===== src/ppo_pkg.sv =====
// Shared constants for the downstream port power and overcurrent control block
package ppo_pkg;

    // ------------------------------------------------------------
    // Sizes
    // ------------------------------------------------------------
    localparam int unsigned NUM_PORTS     = 4;
    localparam int unsigned NUM_HS_PORTS  = 3;      // Ports 2 to 4
    localparam int unsigned ADDR_W        = 8;
    localparam int unsigned DATA_W        = 32;

    // ------------------------------------------------------------
    // Register byte offsets
    // ------------------------------------------------------------
    localparam logic [7:0]  ADDR_CTRL     = 8'h00;  // Enables, split mode, high-speed enables
    localparam logic [7:0]  ADDR_STATUS   = 8'h04;  // Live state, read only
    localparam logic [7:0]  ADDR_INT_STAT = 8'h08;  // Sticky overcurrent events, write one to clear
    localparam logic [7:0]  ADDR_INT_MASK = 8'h0c;  // Interrupt mask, same layout

    // ------------------------------------------------------------
    // Field positions
    // ------------------------------------------------------------
    localparam int unsigned CTRL_EN_LSB   = 0;      // [3:0] port enable
    localparam int unsigned CTRL_SPLIT    = 4;      // Split-port mode
    localparam int unsigned CTRL_HS_LSB   = 5;      // [7:5] high-speed enable, ports 2 to 4
    localparam int unsigned STAT_OC_LSB   = 0;      // [3:0] overcurrent live
    localparam int unsigned STAT_PWR_LSB  = 4;      // [7:4] combined pin pulled up
    localparam int unsigned STAT_SS_LSB   = 8;      // [11:8] USB 3.2 portion powered
    localparam int unsigned STAT_SPLIT    = 12;     // Split mode in force

    // ------------------------------------------------------------
    // Reset values
    // ------------------------------------------------------------
    localparam logic [3:0]  RST_PORT_EN   = 4'h0;   // Ports start disabled, pins driven low
    localparam logic        RST_SPLIT     = 1'b0;
    localparam logic [2:0]  RST_HS_EN     = 3'h0;
    localparam logic [3:0]  RST_INT_MASK  = 4'h0;

    // ------------------------------------------------------------
    // Timing
    // ------------------------------------------------------------
    localparam int unsigned CLK_PERIOD_NS = 40;     // 25 MHz core clock
    localparam int unsigned SETTLE_NS     = 1000;   // Pull-up settle blanking after enable
    localparam int unsigned SETTLE_CYC    = (SETTLE_NS + CLK_PERIOD_NS - 1) / CLK_PERIOD_NS;
    localparam int unsigned SETTLE_CNT_W  = 8;

endpackage : ppo_pkg


===== src/ppo_power_ctl.sv =====
// Downstream port power enable and overcurrent control with register port and interrupt
// Operation
// - Enabled port keeps its combined pin an input with pull-up, powering the port.
// - Enabled port samples its combined pin; low level means overcurrent.
// - Disabled port, by configuration or host, drives its combined pin low.
// - Ports 2-4: pin powers both portions unless split mode, then USB 2.0 only.
// - Port 1: pin always powers both portions; no split alternative.
// - Split mode drives active-high USB 3.2 power enables for ports 3 and 4.
// - Split mode off leaves the dedicated enables unused, held low.
// - Port 2 also has a dedicated active-high enable under split mode.
`timescale 1ns/1ps
module ppo_power_ctl #(
    parameter int unsigned SETTLE_CYC = ppo_pkg::SETTLE_CYC
) (
    input  wire logic        clk_in,                   // Core clock, 25 MHz
    input  wire logic        rstn_in,                  // Asynchronous reset, active low
    input  wire logic [7:0]  reg_addr_in,              // Register byte address
    input  wire logic [31:0] reg_wdata_in,             // Register write data
    input  wire logic        reg_wr_in,                // Write strobe
    input  wire logic        reg_rd_in,                // Read strobe
    output logic      [31:0] reg_rdata_out,            // Read data, cycle after strobe
    input  wire logic [3:0]  host_port_off_in,         // Host request to power off a port
    input  wire logic        port1_power_sense_in,     // Port 1 combined pin level
    output logic             port1_power_sense_out,    // Port 1 drive value
    output logic             port1_power_sense_oe_out, // Port 1 drive enable
    output logic             port1_power_sense_pu_out, // Port 1 pull-up enable
    input  wire logic        port2_power_sense_in,     // Port 2 combined pin level
    output logic             port2_power_sense_out,    // Port 2 drive value
    output logic             port2_power_sense_oe_out, // Port 2 drive enable
    output logic             port2_power_sense_pu_out, // Port 2 pull-up enable
    input  wire logic        port3_power_sense_in,     // Port 3 combined pin level
    output logic             port3_power_sense_out,    // Port 3 drive value
    output logic             port3_power_sense_oe_out, // Port 3 drive enable
    output logic             port3_power_sense_pu_out, // Port 3 pull-up enable
    input  wire logic        port4_power_sense_in,     // Port 4 combined pin level
    output logic             port4_power_sense_out,    // Port 4 drive value
    output logic             port4_power_sense_oe_out, // Port 4 drive enable
    output logic             port4_power_sense_pu_out, // Port 4 pull-up enable
    output logic             port2_hs_power_en_out,    // Port 2 USB 3.2 power, active high
    output logic             port3_hs_power_en_out,    // Port 3 USB 3.2 power, active high
    output logic             port4_hs_power_en_out,    // Port 4 USB 3.2 power, active high
    output logic      [3:0]  oc_status_out,            // Live overcurrent per port
    output logic      [3:0]  ss_power_on_out,          // USB 3.2 portion powered per port
    output logic             irq_out                   // Interrupt, active high level
);

    localparam int unsigned NP = ppo_pkg::NUM_PORTS;
    localparam int unsigned NH = ppo_pkg::NUM_HS_PORTS;

    // ------------------------------------------------------------
    // Declarations
    // ------------------------------------------------------------
    logic [NP-1:0] port_en_ff;
    logic          split_ff;
    logic [NH-1:0] hs_en_ff;
    logic [NP-1:0] int_stat_ff;
    logic [NP-1:0] int_mask_ff;
    logic [NP-1:0] oc_prev_ff;
    logic [NH-1:0] hs_pin_ff;
    logic [NP-1:0] ss_ff;
    logic          irq_ff;
    logic [31:0]   rdata_ff;

    logic [NP-1:0] en_eff;
    logic [NP-1:0] pin_lvl;
    logic [NP-1:0] pin_drv;
    logic [NP-1:0] pin_oe;
    logic [NP-1:0] pin_pu;
    logic [NP-1:0] oc_live;
    logic [NP-1:0] oc_rise;
    logic [NP-1:0] nxt_int_stat;
    logic [NH-1:0] nxt_hs_pin;
    logic [NP-1:0] nxt_ss;
    logic [31:0]   nxt_rdata;
    logic          wr_ctrl;
    logic          wr_stat;
    logic          wr_mask;

    // ------------------------------------------------------------
    // Write decode
    // ------------------------------------------------------------
    assign wr_ctrl = reg_wr_in && (reg_addr_in == ppo_pkg::ADDR_CTRL);
    assign wr_stat = reg_wr_in && (reg_addr_in == ppo_pkg::ADDR_INT_STAT);
    assign wr_mask = reg_wr_in && (reg_addr_in == ppo_pkg::ADDR_INT_MASK);

    // Control register: enables, split mode, high-speed enables
    always_ff @(posedge clk_in or negedge rstn_in) begin
        if (!rstn_in) begin
            port_en_ff <= ppo_pkg::RST_PORT_EN;
            split_ff   <= ppo_pkg::RST_SPLIT;
            hs_en_ff   <= ppo_pkg::RST_HS_EN;
        end else if (wr_ctrl) begin
            port_en_ff <= reg_wdata_in[ppo_pkg::CTRL_EN_LSB +: NP];
            split_ff   <= reg_wdata_in[ppo_pkg::CTRL_SPLIT];
            hs_en_ff   <= reg_wdata_in[ppo_pkg::CTRL_HS_LSB +: NH];
        end
    end

    // Interrupt mask register
    always_ff @(posedge clk_in or negedge rstn_in) begin
        if (!rstn_in) begin
            int_mask_ff <= ppo_pkg::RST_INT_MASK;
        end else if (wr_mask) begin
            int_mask_ff <= reg_wdata_in[NP-1:0];
        end
    end

    // ------------------------------------------------------------
    // Port enable and per-port pin logic
    // ------------------------------------------------------------
    // A port is on only if configured on and not switched off by the host
    assign en_eff = port_en_ff & ~host_port_off_in;

    assign pin_lvl = {port4_power_sense_in, port3_power_sense_in,
                      port2_power_sense_in, port1_power_sense_in};

    // One pin controller for each combined pin
    genvar gi;
    generate
        for (gi = 0; gi < NP; gi++) begin : g_port
            ppo_port_ctl #(
                .SETTLE_CYC (SETTLE_CYC),
                .CNT_W      (ppo_pkg::SETTLE_CNT_W)
            ) u_port (
                .clk_in     (clk_in),
                .rstn_in    (rstn_in),
                .enable_in  (en_eff[gi]),
                .pin_in     (pin_lvl[gi]),
                .pin_out    (pin_drv[gi]),
                .pin_oe_out (pin_oe[gi]),
                .pin_pu_out (pin_pu[gi]),
                .oc_out     (oc_live[gi])
            );
        end
    endgenerate

    // Pin outputs, each from a flip-flop in its controller
    assign port1_power_sense_out    = pin_drv[0];
    assign port1_power_sense_oe_out = pin_oe[0];
    assign port1_power_sense_pu_out = pin_pu[0];
    assign port2_power_sense_out    = pin_drv[1];
    assign port2_power_sense_oe_out = pin_oe[1];
    assign port2_power_sense_pu_out = pin_pu[1];
    assign port3_power_sense_out    = pin_drv[2];
    assign port3_power_sense_oe_out = pin_oe[2];
    assign port3_power_sense_pu_out = pin_pu[2];
    assign port4_power_sense_out    = pin_drv[3];
    assign port4_power_sense_oe_out = pin_oe[3];
    assign port4_power_sense_pu_out = pin_pu[3];
    assign oc_status_out            = oc_live;

    // ------------------------------------------------------------
    // Split-port power routing
    // ------------------------------------------------------------
    // Dedicated enables follow their port and its high-speed enable bit only in split mode, else held low
    always_comb begin
        if (split_ff) begin
            nxt_hs_pin = hs_en_ff & en_eff[NP-1:1];
        end else begin
            nxt_hs_pin = '0;
        end
    end

    // USB 3.2 portion powered: port 1 by its pin, ports 2-4 by pin or split enable
    always_comb begin
        nxt_ss[0] = pin_pu[0];
        if (split_ff) begin
            nxt_ss[NP-1:1] = hs_pin_ff;
        end else begin
            nxt_ss[NP-1:1] = pin_pu[NP-1:1];
        end
    end

    // Registered split outputs
    always_ff @(posedge clk_in or negedge rstn_in) begin
        if (!rstn_in) begin
            hs_pin_ff <= '0;
            ss_ff     <= '0;
        end else begin
            hs_pin_ff <= nxt_hs_pin;
            ss_ff     <= nxt_ss;
        end
    end

    assign port2_hs_power_en_out = hs_pin_ff[0];
    assign port3_hs_power_en_out = hs_pin_ff[1];
    assign port4_hs_power_en_out = hs_pin_ff[2];
    assign ss_power_on_out       = ss_ff;

    // ------------------------------------------------------------
    // Overcurrent events and interrupt
    // ------------------------------------------------------------
    assign oc_rise = oc_live & ~oc_prev_ff;

    // Sticky status, a new event wins over a clear in the same cycle
    always_comb begin
        nxt_int_stat = int_stat_ff;
        if (wr_stat) begin
            nxt_int_stat = int_stat_ff & ~reg_wdata_in[NP-1:0];
        end
        nxt_int_stat = nxt_int_stat | oc_rise;
    end

    // Status flops and edge memory
    always_ff @(posedge clk_in or negedge rstn_in) begin
        if (!rstn_in) begin
            oc_prev_ff  <= '0;
            int_stat_ff <= '0;
        end else begin
            oc_prev_ff  <= oc_live;
            int_stat_ff <= nxt_int_stat;
        end
    end

    // Level interrupt while any unmasked event is pending
    always_ff @(posedge clk_in or negedge rstn_in) begin
        if (!rstn_in) begin
            irq_ff <= 1'b0;
        end else begin
            irq_ff <= |(int_stat_ff & int_mask_ff);
        end
    end

    assign irq_out = irq_ff;

    // ------------------------------------------------------------
    // Read port
    // ------------------------------------------------------------
    // Read mux, unmapped addresses and idle cycles read zero
    always_comb begin
        nxt_rdata = 32'h0000_0000;
        if (reg_rd_in) begin
            case (reg_addr_in)
                ppo_pkg::ADDR_CTRL: begin
                    nxt_rdata[ppo_pkg::CTRL_EN_LSB +: NP] = port_en_ff;
                    nxt_rdata[ppo_pkg::CTRL_SPLIT]        = split_ff;
                    nxt_rdata[ppo_pkg::CTRL_HS_LSB +: NH] = hs_en_ff;
                end
                ppo_pkg::ADDR_STATUS: begin
                    nxt_rdata[ppo_pkg::STAT_OC_LSB +: NP]  = oc_live;
                    nxt_rdata[ppo_pkg::STAT_PWR_LSB +: NP] = pin_pu;
                    nxt_rdata[ppo_pkg::STAT_SS_LSB +: NP]  = ss_ff;
                    nxt_rdata[ppo_pkg::STAT_SPLIT]         = split_ff;
                end
                ppo_pkg::ADDR_INT_STAT: begin
                    nxt_rdata[NP-1:0] = int_stat_ff;
                end
                ppo_pkg::ADDR_INT_MASK: begin
                    nxt_rdata[NP-1:0] = int_mask_ff;
                end
                default: begin
                    nxt_rdata = 32'h0000_0000;
                end
            endcase
        end
    end

    // Read data stand for one cycle only
    always_ff @(posedge clk_in or negedge rstn_in) begin
        if (!rstn_in) begin
            rdata_ff <= 32'h0000_0000;
        end else begin
            rdata_ff <= nxt_rdata;
        end
    end

    assign reg_rdata_out = rdata_ff;

    // ------------------------------------------------------------
    // Checks
    // ------------------------------------------------------------
    property p_host_off_drives_low;
        @(posedge clk_in) disable iff (!rstn_in)
        (host_port_off_in[0] || !port_en_ff[0]) |=> (port1_power_sense_oe_out && !port1_power_sense_out);
    endproperty
    a_host_off_drives_low: assert property (p_host_off_drives_low) else $error("Port 1 off but pin not low");

    property p_hs_low_unsplit;
        @(posedge clk_in) disable iff (!rstn_in)
        !split_ff |=> (!port2_hs_power_en_out && !port3_hs_power_en_out && !port4_hs_power_en_out);
    endproperty
    a_hs_low_unsplit: assert property (p_hs_low_unsplit) else $error("Dedicated enable high without split");

    property p_hs_port4_on;
        @(posedge clk_in) disable iff (!rstn_in)
        (split_ff && hs_en_ff[2] && en_eff[3]) |=> port4_hs_power_en_out;
    endproperty
    a_hs_port4_on: assert property (p_hs_port4_on) else $error("Port 4 dedicated enable missing");

    property p_hs_port2_on;
        @(posedge clk_in) disable iff (!rstn_in)
        (split_ff && hs_en_ff[0] && en_eff[1]) |=> port2_hs_power_en_out;
    endproperty
    a_hs_port2_on: assert property (p_hs_port2_on) else $error("Port 2 dedicated enable missing");

    property p_port1_ss_follows_pin;
        @(posedge clk_in) disable iff (!rstn_in)
        ##1 (ss_power_on_out[0] == $past(port1_power_sense_pu_out));
    endproperty
    a_port1_ss_follows_pin: assert property (p_port1_ss_follows_pin) else $error("Port 1 USB 3.2 power mismatch");

    property p_ss_unsplit_follows_pin;
        @(posedge clk_in) disable iff (!rstn_in)
        (!split_ff && (pin_pu[3:1] == 3'h7)) |=> (ss_power_on_out[3:1] == 3'h7);
    endproperty
    a_ss_unsplit_follows_pin: assert property (p_ss_unsplit_follows_pin) else $error("Unsplit USB 3.2 power mismatch");

    property p_event_set_wins;
        @(posedge clk_in) disable iff (!rstn_in)
        (oc_rise[1] && wr_stat && reg_wdata_in[1]) |=> int_stat_ff[1];
    endproperty
    a_event_set_wins: assert property (p_event_set_wins) else $error("Overcurrent event lost on clear");

    property p_irq_two_cycles;
        @(posedge clk_in) disable iff (!rstn_in)
        (|(oc_rise & int_mask_ff) && !wr_mask) |-> ##2 irq_out;
    endproperty
    a_irq_two_cycles: assert property (p_irq_two_cycles) else $error("Interrupt not raised after event");

    property p_rdata_one_cycle;
        @(posedge clk_in) disable iff (!rstn_in)
        !reg_rd_in |=> (reg_rdata_out == 32'h0000_0000);
    endproperty
    a_rdata_one_cycle: assert property (p_rdata_one_cycle) else $error("Read data outside read cycle");

endmodule : ppo_power_ctl


===== src/ppo_port_ctl.sv =====
// One downstream port: combined power enable / overcurrent sense pin handling
`timescale 1ns/1ps
module ppo_port_ctl #(
    parameter int unsigned SETTLE_CYC = ppo_pkg::SETTLE_CYC,
    parameter int unsigned CNT_W      = ppo_pkg::SETTLE_CNT_W
) (
    input  wire logic clk_in,       // Core clock
    input  wire logic rstn_in,      // Asynchronous reset, active low
    input  wire logic enable_in,    // Port enabled, same clock
    input  wire logic pin_in,       // Level seen on the combined pin
    output logic      pin_out,      // Drive value, always low
    output logic      pin_oe_out,   // High while the pin is driven
    output logic      pin_pu_out,   // Internal pull-up on
    output logic      oc_out        // Qualified overcurrent, active high
);

    localparam logic [CNT_W-1:0] SETTLE_VAL = CNT_W'(SETTLE_CYC);

    logic             sync1_ff;
    logic             sync2_ff;
    logic             en_ff;
    logic [CNT_W-1:0] cnt_ff;
    logic             settled;

    assign settled = (cnt_ff == SETTLE_VAL);

    // ------------------------------------------------------------
    // Pin direction and pull-up
    // ------------------------------------------------------------
    // Enabled: input with pull-up; disabled: output driven low
    always_ff @(posedge clk_in or negedge rstn_in) begin
        if (!rstn_in) begin
            en_ff      <= 1'b0;
            pin_pu_out <= 1'b0;
            pin_oe_out <= 1'b1;
            pin_out    <= 1'b0;
        end else begin
            en_ff      <= enable_in;
            pin_pu_out <= enable_in;
            pin_oe_out <= !enable_in;
            pin_out    <= 1'b0;
        end
    end

    // ------------------------------------------------------------
    // Overcurrent sensing
    // ------------------------------------------------------------
    // Two-stage synchroniser for the pin level
    always_ff @(posedge clk_in or negedge rstn_in) begin
        if (!rstn_in) begin
            sync1_ff <= 1'b1;
            sync2_ff <= 1'b1;
        end else begin
            sync1_ff <= pin_in;
            sync2_ff <= sync1_ff;
        end
    end

    // Blanking while the pulled-up level rises after enable
    always_ff @(posedge clk_in or negedge rstn_in) begin
        if (!rstn_in) begin
            cnt_ff <= '0;
        end else if (!en_ff) begin
            cnt_ff <= '0;
        end else if (!settled) begin
            cnt_ff <= cnt_ff + 1'b1;
        end
    end

    // Low level on an enabled, settled port means overcurrent
    always_ff @(posedge clk_in or negedge rstn_in) begin
        if (!rstn_in) begin
            oc_out <= 1'b0;
        end else begin
            oc_out <= en_ff && settled && !sync2_ff;
        end
    end

    // ------------------------------------------------------------
    // Checks
    // ------------------------------------------------------------
    property p_pin_pulled_up;
        @(posedge clk_in) disable iff (!rstn_in)
        enable_in |=> (pin_pu_out && !pin_oe_out);
    endproperty
    a_pin_pulled_up: assert property (p_pin_pulled_up) else $error("Enabled port pin not pulled up");

    property p_pin_driven_low;
        @(posedge clk_in) disable iff (!rstn_in)
        !enable_in |=> (pin_oe_out && !pin_out && !pin_pu_out);
    endproperty
    a_pin_driven_low: assert property (p_pin_driven_low) else $error("Disabled port pin not driven low");

    property p_oc_from_low_pin;
        @(posedge clk_in) disable iff (!rstn_in)
        oc_out |-> ($past(!pin_in, 3) && $past(pin_pu_out));
    endproperty
    a_oc_from_low_pin: assert property (p_oc_from_low_pin) else $error("Overcurrent without low enabled pin");

    // Shortest blanking, which holds for any settle count of two or more
    property p_oc_blanked;
        @(posedge clk_in) disable iff (!rstn_in)
        $rose(pin_pu_out) |-> !oc_out [*3];
    endproperty
    a_oc_blanked: assert property (p_oc_blanked) else $error("Overcurrent reported during settle");

endmodule : ppo_port_ctl


===== config.mk =====
export PLATFORM = sky130hd
export DESIGN_NAME = ppo_power_ctl
export DESIGN_NICKNAME = d
export VERILOG_FILES = /design/src/ppo_pkg.sv /design/src/ppo_power_ctl.sv /design/src/ppo_port_ctl.sv
export SDC_FILE = /design/constraint.sdc
export NUM_CORES = 1
export LEC_CHECK = 0
export ABC_AREA = 1
export BUFFER_PORTS_ARGS = -buffer_cell sky130_fd_sc_hd__buf_2
export CAP_MARGIN = 40
export CORE_ASPECT_RATIO = 1.2
export CORE_MARGIN = 3
export CORE_UTILIZATION = 53
export DETAILED_ROUTE_END_ITERATION = 10
export GPL_ROUTABILITY_DRIVEN = 0
export PLACE_DENSITY = 0.76
export SLEW_MARGIN = 20
export SYNTH_ARGS = -nofsm -noshare
export SYNTH_HDL_FRONTEND = slang
export SYNTH_SLANG_ARGS = --single-unit

===== constraint.sdc =====
create_clock -name clk_in -period 1.7 [get_ports clk_in]
set_input_delay 0.34 -clock clk_in [delete_from_list [all_inputs] [get_ports clk_in]]
set_output_delay 0.34 -clock clk_in [all_outputs]
set_load 0.005 [all_outputs]

==> out/results.txt <==
Reg power frac: 55.2%
Synth Warn #: 0
Post-synthesis sequential area ratio: 55.5%
Synth Area per Inst: 9.32 sq um
TritonCTS Buffers: 9
Worst setup SP type: register
Final wirelength: 8190 um
Avg WL per Cell: 13.3 um
Via Count: 3064
Dominant synthesized flop cell: dfrtp_1
Die Y: 104 um
Max Cap Viol: 0
Latest clock arrival within the worst-skew pair: 0.36 ns
Tcrit/Tclk final: 82.2%
R2R depth: 6
P_sw: 0.000955 W
Clock Tree Buf Depth: 2
Final nets: 579
WP depth: 1
DR DRC count: 0
Status: finished clean
# IOs: 108
Crit path DAT: 1.06 ns
Unrepaired setup endpoints after global routing: no
Global-route wire length before repair: 13900 um
Met1 usage: 25.9%
Vias in the first global route: 2966
DR iter-0 viols: 171
Worst VDD drop: 0.549 mV
Post_cts resized: 0
Endpoints failing setup: 0
CP Max Fanout: 10
Global Route Usage Sum: 19.3%
Slew Limit Fails: 0
Antenna violations before repair: 0
Dpl cells: 600
Clock root cell: clkbuf_8
Largest net degree at the start of global routing: 94
WS Path Type: register to output port
Slowest-stage cell, CP: dfrtp_1
Post-route setup slack: 0.303 ns
Detail Route Antenna Nets: 0
Most frequent cells in the layout: nand2_1 (84), dfrtp_1 (81), buf_2 (59)
Die W: 87.5 um
Placement-stage cell area: 4530 sq um
CTS Hold Bufs: 0
Cell area after synthesis: 4220 sq um
Asr flop ratio synth: 100%
Layout cells sized above 1: 23.1%
GRT Max-Usage Layer: met2
Worst-path clk slew: 0.10 ns
CTS H-tree lvls: 3
Clock sink count: 93
Commonest non-fill, non-tap cell in the layout: nand2_1
Worst path max stage delay: 0.53 ns
Crit path cell chain: buf_2
Buf/Inv on CP: 1
Port Buf Inserts: 60
Power Internal: 0.00321 W
Crit. End Element: output port
Final Cell Area: 4760 sq um
Post-DP HPWL: 5700 um
Family with the most delay on the worst path: flip-flops
Core area: 7710 sq um
Switching Fraction: 22.9%
PwrDens: 875 nW/um^2
Worst Hold Slack: 0.0125 ns
Post-Layout Cell Count: 616
CTS tree: done
Hold Fails Final Rpt: 0
Synth Instances: 453
Number of diodes: 0
Setup TNS: 0 ns
Crit path time final: 1.40 ns
GR Util met2: 30.6%
Initial Util: 54.8%
Area delta synth->final: 12.7%
Synth cell types: 40
Grt met3 use: 5.25%
Pre-CTS WS: 0.263 ns
Number of flops mapped to enable cells by yosys: 0
Full die area: 9080 sq um
Clock share of power: 39.8%
Total grt overflow: 0
Via density: 4.97
Setup bufs post-CTS: 0
Gate power share: 5.0%
Worst hold path class: primary input to asynchronous set/reset pin
Fmax: 0.716 GHz
Pleak: 2.36 nW
Setup Skew: 0.0167 ns
Worst EP required: 1.36 ns
Number of synthesized register bits: 93
# rows: 35
Initial DRT Pass Iterations: 5
## area by class of cell
cell class | count | area (sq um)
clock buffer | 11 | 141
timing repair buffer | 64 | 345
clock inverter | 5 | 83.8
fill | 640 | 2950
multi-input combinational | 299 | 1530
sequential | 93 | 2340
inverter | 52 | 195
tap | 92 | 115
## sequential cells by signal (all words and copies together) (netlist names)
register                  count
g_port.u_port.cnt_ff         32
reg_rdata_out                13
g_port.u_port.oc_out          4
g_port.u_port.pin_oe_out      4
g_port.u_port.pin_pu_out      4
g_port.u_port.sync1_ff        4
g_port.u_port.sync2_ff        4
int_mask_ff                   4
int_stat_ff                   4
oc_prev_ff                    4
port_en_ff                    4
ss_power_on_out               4
hs_en_ff                      3
hs_pin_ff                     3
irq_out                       1
split_ff                      1
## metrics by stage
| stage | util, % | power, W |
|---|---|---|
| 4_1_cts | 61.7 | 0.00418 |
| 5_1_grt | 61.7 | 0.00433 |
| 3_3_place_gp | 58.8 | 0.00254 |
| 6_report | 61.7 | 0.00416 |
| 2_1_floorplan | - | 0.00247 |
| 3_5_place_dp | 58.8 | 0.00255 |
## logic make-up (layout without fill, tap and decap cells)
group | count (synthesis) | after routing | share of synthesized area (%)
buffers and inverters | 83 | 132 | 10.2
AND/OR/NAND/NOR | 217 | 217 | 24.9
AO/OA/AOI/OAI | 47 | 47 | 6.19
adder cells (fa/ha/maj) | 8 | 8 | 2.37
flip-flops | 93 | 93 | 55.5
other | 1 | 23 | 0.0888
XOR/XNOR | 4 | 4 | 0.830
## per-layer routing
metal / routed length [um] / vias up / part of all wire, %
met5: 0 / - / 0
met4: 123 / 0 / 1.5
met3: 449 / 11 / 5.5
met2: 3990 / 82 / 49
met1: 3630 / 1437 / 44
li1: - / 1534 / -
## worst paths after layout
kind,start,endpoint,slack (ns)
worst max-delay path,g_port[0].u_port.pin_pu_out,port1_power_sense_pu_out,0.30
worst min-delay path,rstn_in,g_port[1].u_port.cnt_ff[5],0.01
worst max register to register,g_port[0].u_port.cnt_ff[0],g_port[0].u_port.cnt_ff[6],0.34
worst min register to register,g_port[3].u_port.sync1_ff,g_port[3].u_port.sync2_ff,0.35
max in group asynchronous,rstn_in,g_port[0].u_port.sync2_ff,1.28
min in group clk_in,port2_power_sense_in,g_port[1].u_port.sync1_ff,0.07
## cells in the mapped netlist, types with 2 or more instances
cell type	n	area share, %
nor3_1	16	1.9
nand3b_1	4	0.71
a31oi_1	2	0.30
nand2_1	84	7.5
xor2_1	3	0.62
nor2_2	2	0.30
o21ai_1	8	0.95
nand3_2	2	0.47
dfrtp_1	81	48
a21oi_1	13	1.5
inv_1	47	4.2
buf_6	2	0.53
o21ai_2	4	0.83
dfstp_2	12	7.5
nor2_1	49	4.4
nand2_4	2	0.53
inv_2	5	0.44
buf_4	27	4.8
nand3_1	34	4.0
ha_1	8	2.4
nand4_1	7	1.0
or2_2	4	0.59
nor2_4	3	0.80
o21ai_0	17	2.0
nor3_2	2	0.47
## power groups by stage
stage,Clock (W),Combinational [W],Sequential (W)
6_report,0.00165,0.000207,0.00230
5_1_grt,0.00178,0.000238,0.00231
4_1_cts,0.00167,0.000211,0.00230
3_5_place_dp,0,0.000209,0.00234
3_3_place_gp,0,0.000204,0.00234
2_1_floorplan,0,0.000135,0.00233
Note: power is estimated with default switching activity, not from simulation.
